[src/hw/mmc_pkg.sv]
/*
 * Package for the memory mode select block: address map, sizes, carriers.
 * Assumes a 32-bit word-addressed fetch path and a 40 MHz system clock.
 */
package mmc_pkg;
   // Word address width; the 144 kB unified range needs 36 K words
   localparam int unsigned AW = 24;
   // Sizes in 32-bit words
   localparam logic [AW-1:0] DATA_RAM_WORDS  = 24'h008000; // 128 kB
   localparam logic [AW-1:0] CACHE_RAM_WORDS = 24'h001000; // 16 kB
   localparam logic [AW-1:0] UNIFIED_WORDS   = 24'h009000; // 144 kB
   // Region bases (word addresses)
   localparam logic [AW-1:0] RAM_BASE   = 24'h200000;
   localparam logic [AW-1:0] OTP_BASE   = 24'h100000;
   localparam logic [AW-1:0] OTP_WORDS  = 24'h004000;     // 64 kB
   localparam logic [AW-1:0] FLASH_BASE = 24'h040000;
   localparam logic [AW-1:0] FLASH_WORDS = 24'h040000;    // 8 Mbit
   // Reset value of the latched mode
   localparam logic MODE_RST = 1'b0;

   typedef enum logic [1:0] {
      MMC_IDLE  = 2'b00,
      MMC_READ  = 2'b01,
      MMC_WRITE = 2'b10,
      MMC_RUN   = 2'b11
   } mmc_state_t;

   // Request of one word from a master or to a target
   typedef struct packed {
      logic          valid;
      logic          write;
      logic [AW-1:0] addr;
      logic [31:0]   wdata;
   } mmc_req_t;

   // Target selector for a decoded address
   typedef struct packed {
      logic          to_nvm;   // OTP or flash
      logic          to_ram;   // unified/data RAM
      logic          cachable; // goes through cache controller
      logic [AW-1:0] ram_idx;  // word index into the unified RAM
   } mmc_route_t;
endpackage

[src/hw/mmc_decode.sv]
/*
 * Address decoder for the memory mode select block.
 * Assumes addresses are word addresses and mode bits are stable.
 */
`timescale 1ns/1ps
`default_nettype none
module mmc_decode
(
   input  wire logic                     mirrored,
   input  wire logic                     cache_otp,
   input  wire logic                     cache_flash,
   input  wire logic [mmc_pkg::AW-1:0]   addr,
   output mmc_pkg::mmc_route_t           route
);
   // Range check shared by every region
   function automatic logic in_range(input logic [mmc_pkg::AW-1:0] a,
                                     input logic [mmc_pkg::AW-1:0] base,
                                     input logic [mmc_pkg::AW-1:0] len);
      in_range = (a >= base) && (a - base < len);
   endfunction

   logic is_otp;
   logic is_flash;
   logic [mmc_pkg::AW-1:0] ram_len;

   // Cache array only joins the RAM range while mirrored
   assign ram_len = mirrored ? mmc_pkg::UNIFIED_WORDS : mmc_pkg::DATA_RAM_WORDS;
   assign is_otp   = in_range(addr, mmc_pkg::OTP_BASE, mmc_pkg::OTP_WORDS);
   assign is_flash = in_range(addr, mmc_pkg::FLASH_BASE, mmc_pkg::FLASH_WORDS);

   // One contiguous RAM window, tag RAM never mapped
   always_comb
   begin
      route.to_ram   = in_range(addr, mmc_pkg::RAM_BASE, ram_len);
      route.ram_idx  = addr - mmc_pkg::RAM_BASE;
      route.to_nvm   = is_otp | is_flash;
      // Data RAM never cachable; mirrored never cachable
      route.cachable = !mirrored && ((is_otp && cache_otp) || (is_flash && cache_flash));
   end
endmodule
`default_nettype wire

[src/hw/mmc_top.sv]
/*
 * Memory mode select: mirrored (copy code to unified RAM) or cached execution.
 * Assumes NVM and RAM answer each request with a ready pulse, after any number of wait cycles.
 * Assumes the straps are settled before reset is released; they are not
 * synchronised, since they may only move while the block sits in reset.
 * Assumes image_words stays put from reset release until the copy ends.
 * Assumes a wake pulse lasts one clock; it is ignored in cached mode.
 */
// How it works
// - Mirrored mode copies image at every boot/wake
// - After copy CPU fetches from unified RAM
// - Mirrored mode fully bypasses the instruction cache
// - All RAM except tag RAM contiguous
// - Cache array extends data RAM to 144 kB
// - Cached mode fetches NVM through cache controller
// - Cacheable region covers OTP, flash or both
// - Data RAM fetches bypass cache in cached mode
// - Copy length counted in 32-bit words
`timescale 1ns/1ps
`default_nettype none
module mmc_top
(
   input  wire logic                     clk,
   input  wire logic                     reset_n,
   input  wire logic                     mode_cached_strap,
   input  wire logic                     cache_otp_strap,
   input  wire logic                     cache_flash_strap,
   input  wire logic                     mirror_from_otp,
   input  wire logic [mmc_pkg::AW-1:0]   image_words,
   input  wire logic                     wake_pulse,
   input  wire mmc_pkg::mmc_req_t        cpu_req,
   output logic                          cpu_ready,
   output logic [31:0]                   cpu_rdata,
   output logic                          cpu_hold,
   output mmc_pkg::mmc_req_t             cache_req,
   input  wire logic                     cache_ready,
   input  wire logic [31:0]              cache_rdata,
   output mmc_pkg::mmc_req_t             nvm_req,
   input  wire logic                     nvm_ready,
   input  wire logic [31:0]              nvm_rdata,
   output mmc_pkg::mmc_req_t             ram_req,
   input  wire logic                     ram_ready,
   input  wire logic [31:0]              ram_rdata,
   output logic                          mirror_busy
);
   ///////////////////////////////////////////////////////////////////////////
   logic                      latched_reg;
   logic                      mirrored_reg;
   logic                      c_otp_reg;
   logic                      c_flash_reg;
   mmc_pkg::mmc_state_t       state_reg;
   mmc_pkg::mmc_state_t       state_next;
   logic [mmc_pkg::AW-1:0]    count_reg;
   logic [31:0]               word_reg;
   mmc_pkg::mmc_route_t       route;
   logic [31:0]               rdata_next;
   logic                      ready_next;
   logic [mmc_pkg::AW-1:0]    copy_len;
   logic                      copy_last;

   // Straps sampled once after reset release; async reset loads constants only
   always_ff @(posedge clk or negedge reset_n)
   begin
      if (!reset_n)
      begin
         latched_reg  <= 1'b0;
         mirrored_reg <= !mmc_pkg::MODE_RST;
         c_otp_reg    <= 1'b0;
         c_flash_reg  <= 1'b0;
      end
      else if (!latched_reg)
      begin
         latched_reg  <= 1'b1;
         mirrored_reg <= !mode_cached_strap;
         c_otp_reg    <= cache_otp_strap;
         c_flash_reg  <= cache_flash_strap;
      end
   end

   mmc_decode u_dec
   (
      .mirrored    (mirrored_reg),
      .cache_otp   (c_otp_reg),
      .cache_flash (c_flash_reg),
      .addr        (cpu_req.addr),
      .route       (route)
   );

   ///////////////////////////////////////////////////////////////////////////
   // Copy length clipped to the unified RAM; an oversized length would
   // otherwise wrap the write index and overwrite the start of the image
   assign copy_len  = (image_words > mmc_pkg::UNIFIED_WORDS) ? mmc_pkg::UNIFIED_WORDS
                                                             : image_words;
   // Last word of the image is being written
   assign copy_last = (count_reg + 1'b1 == copy_len);

   // Copy sequencer: read NVM word, write RAM word, repeat copy_len times
   always_comb
   begin
      state_next = state_reg;
      unique case (state_reg)
         mmc_pkg::MMC_IDLE:
            if (latched_reg)
               state_next = (mirrored_reg && image_words != '0) ? mmc_pkg::MMC_READ
                                                                : mmc_pkg::MMC_RUN;
         mmc_pkg::MMC_READ:
            if (nvm_ready)
               state_next = mmc_pkg::MMC_WRITE;
         mmc_pkg::MMC_WRITE:
            if (ram_ready)
               state_next = copy_last ? mmc_pkg::MMC_RUN : mmc_pkg::MMC_READ;
         mmc_pkg::MMC_RUN:
            if (wake_pulse && mirrored_reg)
               state_next = mmc_pkg::MMC_IDLE;
      endcase
   end

   always_ff @(posedge clk or negedge reset_n)
   begin
      if (!reset_n)
         state_reg <= mmc_pkg::MMC_IDLE;
      else
         state_reg <= state_next;
   end

   // Word counter, one per 32-bit word moved
   always_ff @(posedge clk or negedge reset_n)
   begin
      if (!reset_n)
         count_reg <= '0;
      else if (state_reg == mmc_pkg::MMC_IDLE)
         count_reg <= '0;
      else if (state_reg == mmc_pkg::MMC_WRITE && ram_ready)
         count_reg <= count_reg + 1'b1;
   end

   // Holding register between read and write
   always_ff @(posedge clk or negedge reset_n)
   begin
      if (!reset_n)
         word_reg <= '0;
      else if (state_reg == mmc_pkg::MMC_READ && nvm_ready)
         word_reg <= nvm_rdata;
   end

   // CPU stalls until copy done; fetches start only in RUN
   assign cpu_hold    = (state_reg != mmc_pkg::MMC_RUN);
   assign mirror_busy = (state_reg == mmc_pkg::MMC_READ) || (state_reg == mmc_pkg::MMC_WRITE);

   ///////////////////////////////////////////////////////////////////////////
   // Request steering; copy engine owns NVM and RAM while busy
   always_comb
   begin
      logic run;
      run       = (state_reg == mmc_pkg::MMC_RUN) && cpu_req.valid;
      cache_req = '0;
      nvm_req   = '0;
      ram_req   = '0;
      if (state_reg == mmc_pkg::MMC_READ)
      begin
         nvm_req.valid = 1'b1;
         nvm_req.addr  = (mirror_from_otp ? mmc_pkg::OTP_BASE : mmc_pkg::FLASH_BASE)
                         + count_reg;
      end
      else if (state_reg == mmc_pkg::MMC_WRITE)
      begin
         ram_req.valid = 1'b1;
         ram_req.write = 1'b1;
         ram_req.addr  = count_reg;
         ram_req.wdata = word_reg;
      end
      else if (run && route.cachable)
         cache_req = cpu_req;
      else if (run && route.to_ram)
      begin
         ram_req       = cpu_req;
         ram_req.addr  = route.ram_idx;
      end
      // Cached mode NVM outside the cached region goes straight to NVM
      else if (run && route.to_nvm && !mirrored_reg)
         nvm_req = cpu_req;
   end

   // Answer mux; unmapped addresses answer at once with zero
   always_comb
   begin
      rdata_next = '0;
      ready_next = 1'b0;
      if (cache_req.valid)
      begin
         ready_next = cache_ready;
         rdata_next = cache_rdata;
      end
      else if (ram_req.valid && state_reg == mmc_pkg::MMC_RUN)
      begin
         ready_next = ram_ready;
         rdata_next = ram_rdata;
      end
      else if (nvm_req.valid && state_reg == mmc_pkg::MMC_RUN)
      begin
         ready_next = nvm_ready;
         rdata_next = nvm_rdata;
      end
      else if (state_reg == mmc_pkg::MMC_RUN && cpu_req.valid)
         ready_next = 1'b1; // Unmapped: no hang
   end

   assign cpu_ready = ready_next;

   // Data registered for a clean output; valid one cycle after cpu_ready
   always_ff @(posedge clk or negedge reset_n)
   begin
      if (!reset_n)
         cpu_rdata <= '0;
      else if (ready_next)
         cpu_rdata <= rdata_next;
   end
endmodule
`default_nettype wire

[config.mk]
export PLATFORM = sky130hd
export DESIGN_NAME = mmc_top
export DESIGN_NICKNAME = d
export VERILOG_FILES = /design/src/hw/mmc_pkg.sv /design/src/hw/mmc_decode.sv /design/src/hw/mmc_top.sv
export SDC_FILE = /design/constraint.sdc
export NUM_CORES = 1
export LEC_CHECK = 0
export ABC_AREA = 0
export CAP_MARGIN = 20
export CORE_AREA = 4 4 152 154
export DETAILED_ROUTE_END_ITERATION = 12
export DIE_AREA = 0 0 156 158
export DONT_BUFFER_PORTS = 1
export MAX_ROUTING_LAYER = met4
export SLEW_MARGIN = 0
export SYNTH_ARGS = -nofsm -noshare
export SYNTH_HDL_FRONTEND = slang
export SYNTH_HIERARCHICAL = 1
export SYNTH_SLANG_ARGS = --single-unit
[constraint.sdc]
create_clock -name clk -period 3.9 [get_ports clk]
set_input_delay 0.585 -clock clk [delete_from_list [all_inputs] [get_ports clk]]
set_output_delay 0.585 -clock clk [all_outputs]
set_load 0.1 [all_outputs]
==> results.md <==
- Largest net degree at the start of global routing: 94
- Synth warn: 6
- CP Max Fanout: 5
- Worst setup path end: cpu_ready
- Xor and xnor area share after synthesis: between 4 and 5%
- CTS Buf Count: 9
- Crit-path cells: or4b_4 -> a211oi_2 -> nor2_1 -> a41oi_1 -> mux2i_1 -> nor2_1 -> a21oi_1 -> o31ai_4 -> buf_16
- Gr usage total: between 20% and 30%
- Peak Freq: 276 MHz
- RSZ-0062 raised after global routing: no
- Delay-heaviest family, CP: compound AO/OA/AOI/OAI gates
- Clock slew at reported path FFs: ~0.080 ns
- Adder-cell area share of the yosys netlist: between 1.5 and 2%
- Global-route wire length before repair: ~42,000 um
- Via-to-Cell Ratio: about 5.8
- Crit path depth: 9
- Critical Path RT: 3.31 ns
- Synthesis-stage register bit count: 94
- Most used cell, CP: nor2_1
- Leakage power: between 4 and 5 nW
- CTS H-tree lvls: 3
- Fin Setup TNS: 0 ns
- Chip width: approximately 160 um
- ANT nets after route: 0
- Crit path launch: mirrored_reg$_DFFE_PN1N_
- CP arrival: ~3.0 ns
- Clock Tree Buf Depth: 2
- Rows: 54
- N_diodes: 0
- Synth top area share: 32.3%
- Min Tclk post-route: roughly 3.6 ns
- Worst flop-to-flop path endpoint: cpu_rdata[7]$_DFFE_PN0P_
- Initial antenna violation count: 0
- CTS tree: done
- Core area: about 22,000 um2
- Initial Util: roughly a third
- Synth top area cells: dfrtp_1, a22o_1, and2_1
- Post-synth EDFFs: 0
- CP Launch Type: flop
- Skew final: 0.0156 ns
- Layout cell share with drive strength beyond 1: approximately 31%
- Headroom to the max-slew limit: a little over a third
- Via count of the first global-routing pass: between 6k and 7k
- Primary FF master, synth: dfrtp_1
- Grt ovf: 0
- Status: finished clean
- Min-delay worst type: input port to asynchronous set/reset pin
- Worst Tran Pin Value: about 0.97 ns
- Max incr delay on CP: around 0.58 ns
- Clk root buf: clkbuf_16
- Max-cap violations: 0
- Final hold violation count: 0
- Main combinational cell family by area after synthesis: compound AO/OA/AOI/OAI gates
- Die span in y: 158 um
- Clk_lat worst skew: between 0.3 and 0.4 ns
- Synth Net Count: around 980
- Post-Synth Simple-Gate Area: between 20 and 25%
- Synth area leader: dfrtp_1
- R2R cell count: 10
- Total number of vias: 6,840
- Synthesis-to-finish area growth: 40.3%
- Max Slew Vio Count: 0
- Multiplexer area fraction after synthesis: between 10% and 20%
- Setup Crit Path Kind: flop to output pin
- Clk sinks: 94
- CP Capture Type: output pin
- I/O Buffers: 0
- R2R Setup Slk: 0.49 ns
- Die area: ~25,000 um2
- Pwr Density: 665 nW/um2
- Mean routed wirelength per cell: 24.4 um
- Tcrit/Tclk final: between 90 and 100%
- DP Wirelength: roughly 22,000 um
- FF-to-FF Start: mirrored_reg$_DFFE_PN1N_
- WP buf/inv: 1
- Critical path's slowest cell: dfstp_2
- Placed insts: roughly 1.2k
- DRT Wirelength: approximately 29,000 um
- Final non-filler cell total: 1,181
- Detailed Route Iter0 Violations: 544
- Compound-Gate Fraction of Synth Area: roughly 21%
- Cells after Synth: around 780
- Gpl congestion: between 0.8 and 0.9
- Library cells used by synthesis: 67
- Asr flop ratio synth: 100%
- Final setup viols: 0
- Synth top cells by count: and2_1, dfrtp_1, a22o_1
- DRC viols: 0
- Nets@finish: approximately 1.1k
- Pre-antenna DRT Iters: 7
- Max VDD drop: between 0.0006 and 0.0007 V
- Sequential fraction of the synthesis area: 32.7%
- FILL cells: just over 2k
- Mapped cell area: roughly 7200 um2
- Synth Area per Inst: between 9 and 10 um2
- Io pins: about 400
- Most numerous cell in the Yosys netlist: and2_1
[logic make-up after synthesis]
| logic type | Yosys count |
|---|---|
| AOI/OAI and AO/OA | 180 |
| DFF | 94 |
| buffers and inverters | 137 |
| adders and majority gates | 10 |
| xor gates and xnor gates | 39 |
| muxes | 71 |
| other | 1 |
| and+or+nand+nor | 249 |
[where the power goes]
group / switching (mW) / total, mW / internal (mW)
clock: 0.438 / 0.887 / 0.448
sequential: 1.55 / 2.85 / 1.31
combinational: 1.94 / 2.98 / 1.04
[layout by cell type (no fill, tap or decap), types with 3 or more instances in the layout]
cell / count
and2_1: 95
xor2_1: 14
dfrtp_1: 93
nor4_1: 8
o21ai_0: 12
o31ai_1: 5
a22oi_1: 8
o211ai_1: 3
nand3_1: 17
nor3_2: 3
a22o_1: 73
nor4b_1: 3
inv_1: 51
a21oi_1: 16
nand4_1: 5
clkbuf_16: 9
nor2_2: 8
xnor2_1: 24
nor2_1: 39
ha_1: 9
or4_1: 6
or3_1: 9
buf_12: 94
mux2i_1: 37
nand3_4: 3
mux2_2: 34
nor3_1: 6
a222oi_1: 33
a31oi_1: 3
nand2_1: 28
buf_4: 94
[cell type report]
| type | count | area, um2 | area share (%) |
|---|---|---|---|
| multi-input combinational | 550 | 4270 | 42.3 |
| timing repair buffer | 190 | 2640 | 26.2 |
| sequential | 94 | 2350 | 23.3 |
| tap | 280 | 350 | 3.47 |
| clock buffer | 9 | 225 | 2.23 |
| inverter | 51 | 191 | 1.90 |
| clock inverter | 7 | 66.3 | 0.657 |
[worst min-delay path by stage]
stage,slack [ns],start,depth (start not counted),to
2_1_floorplan,0.29,reset_n,0,c_flash_reg$_DFFE_PN0N_
3_3_place_gp,0.29,reset_n,0,count_reg[7]$_DFFE_PN0P_
3_5_place_dp,0.29,reset_n,0,count_reg[7]$_DFFE_PN0P_
4_1_cts,0.05,reset_n,0,mirrored_reg$_DFFE_PN1N_
5_1_grt,0.05,reset_n,0,mirrored_reg$_DFFE_PN1N_
6_report,0.08,reset_n,0,mirrored_reg$_DFFE_PN1N_
[layer usage]
layer | vias up | share of wire, % | GRT usage (%)
met3 | 33 | 8.2 | 5.52
met4 | 0 | 1.1 | 4.25
met5 | - | 0 | -
met1 | 3425 | 38 | 27.1
met2 | 337 | 53 | 39.9
li1 | 3045 | - | -
[what timing repair did]
item / CTS / global route
setup buffers: 0 / 0
resized for setup: 0 / 0
endpoints found under the hold margin: 93 / 0
hold buffers: 1 / 0
[metrics by stage]
stage | power [mW] | hold slack [ns] | worst slack [ns] | area [um2] | utilization [%]
after global placement | 5.78 | 0.295 | 0.474 | 9780 | 45.1
after detailed placement | 5.83 | 0.295 | 0.323 | 9780 | 45.1
after CTS | 6.75 | 0.0535 | 0.243 | 10100 | 46.6
after global routing | 6.95 | 0.0516 | 0.103 | 10100 | 46.6
after floorplan | 4.84 | 0.289 | 0.0267 | 7210 | -
final | 6.71 | 0.0765 | 0.280 | 10100 | 46.6
Power figures use the tool's default switching activity.
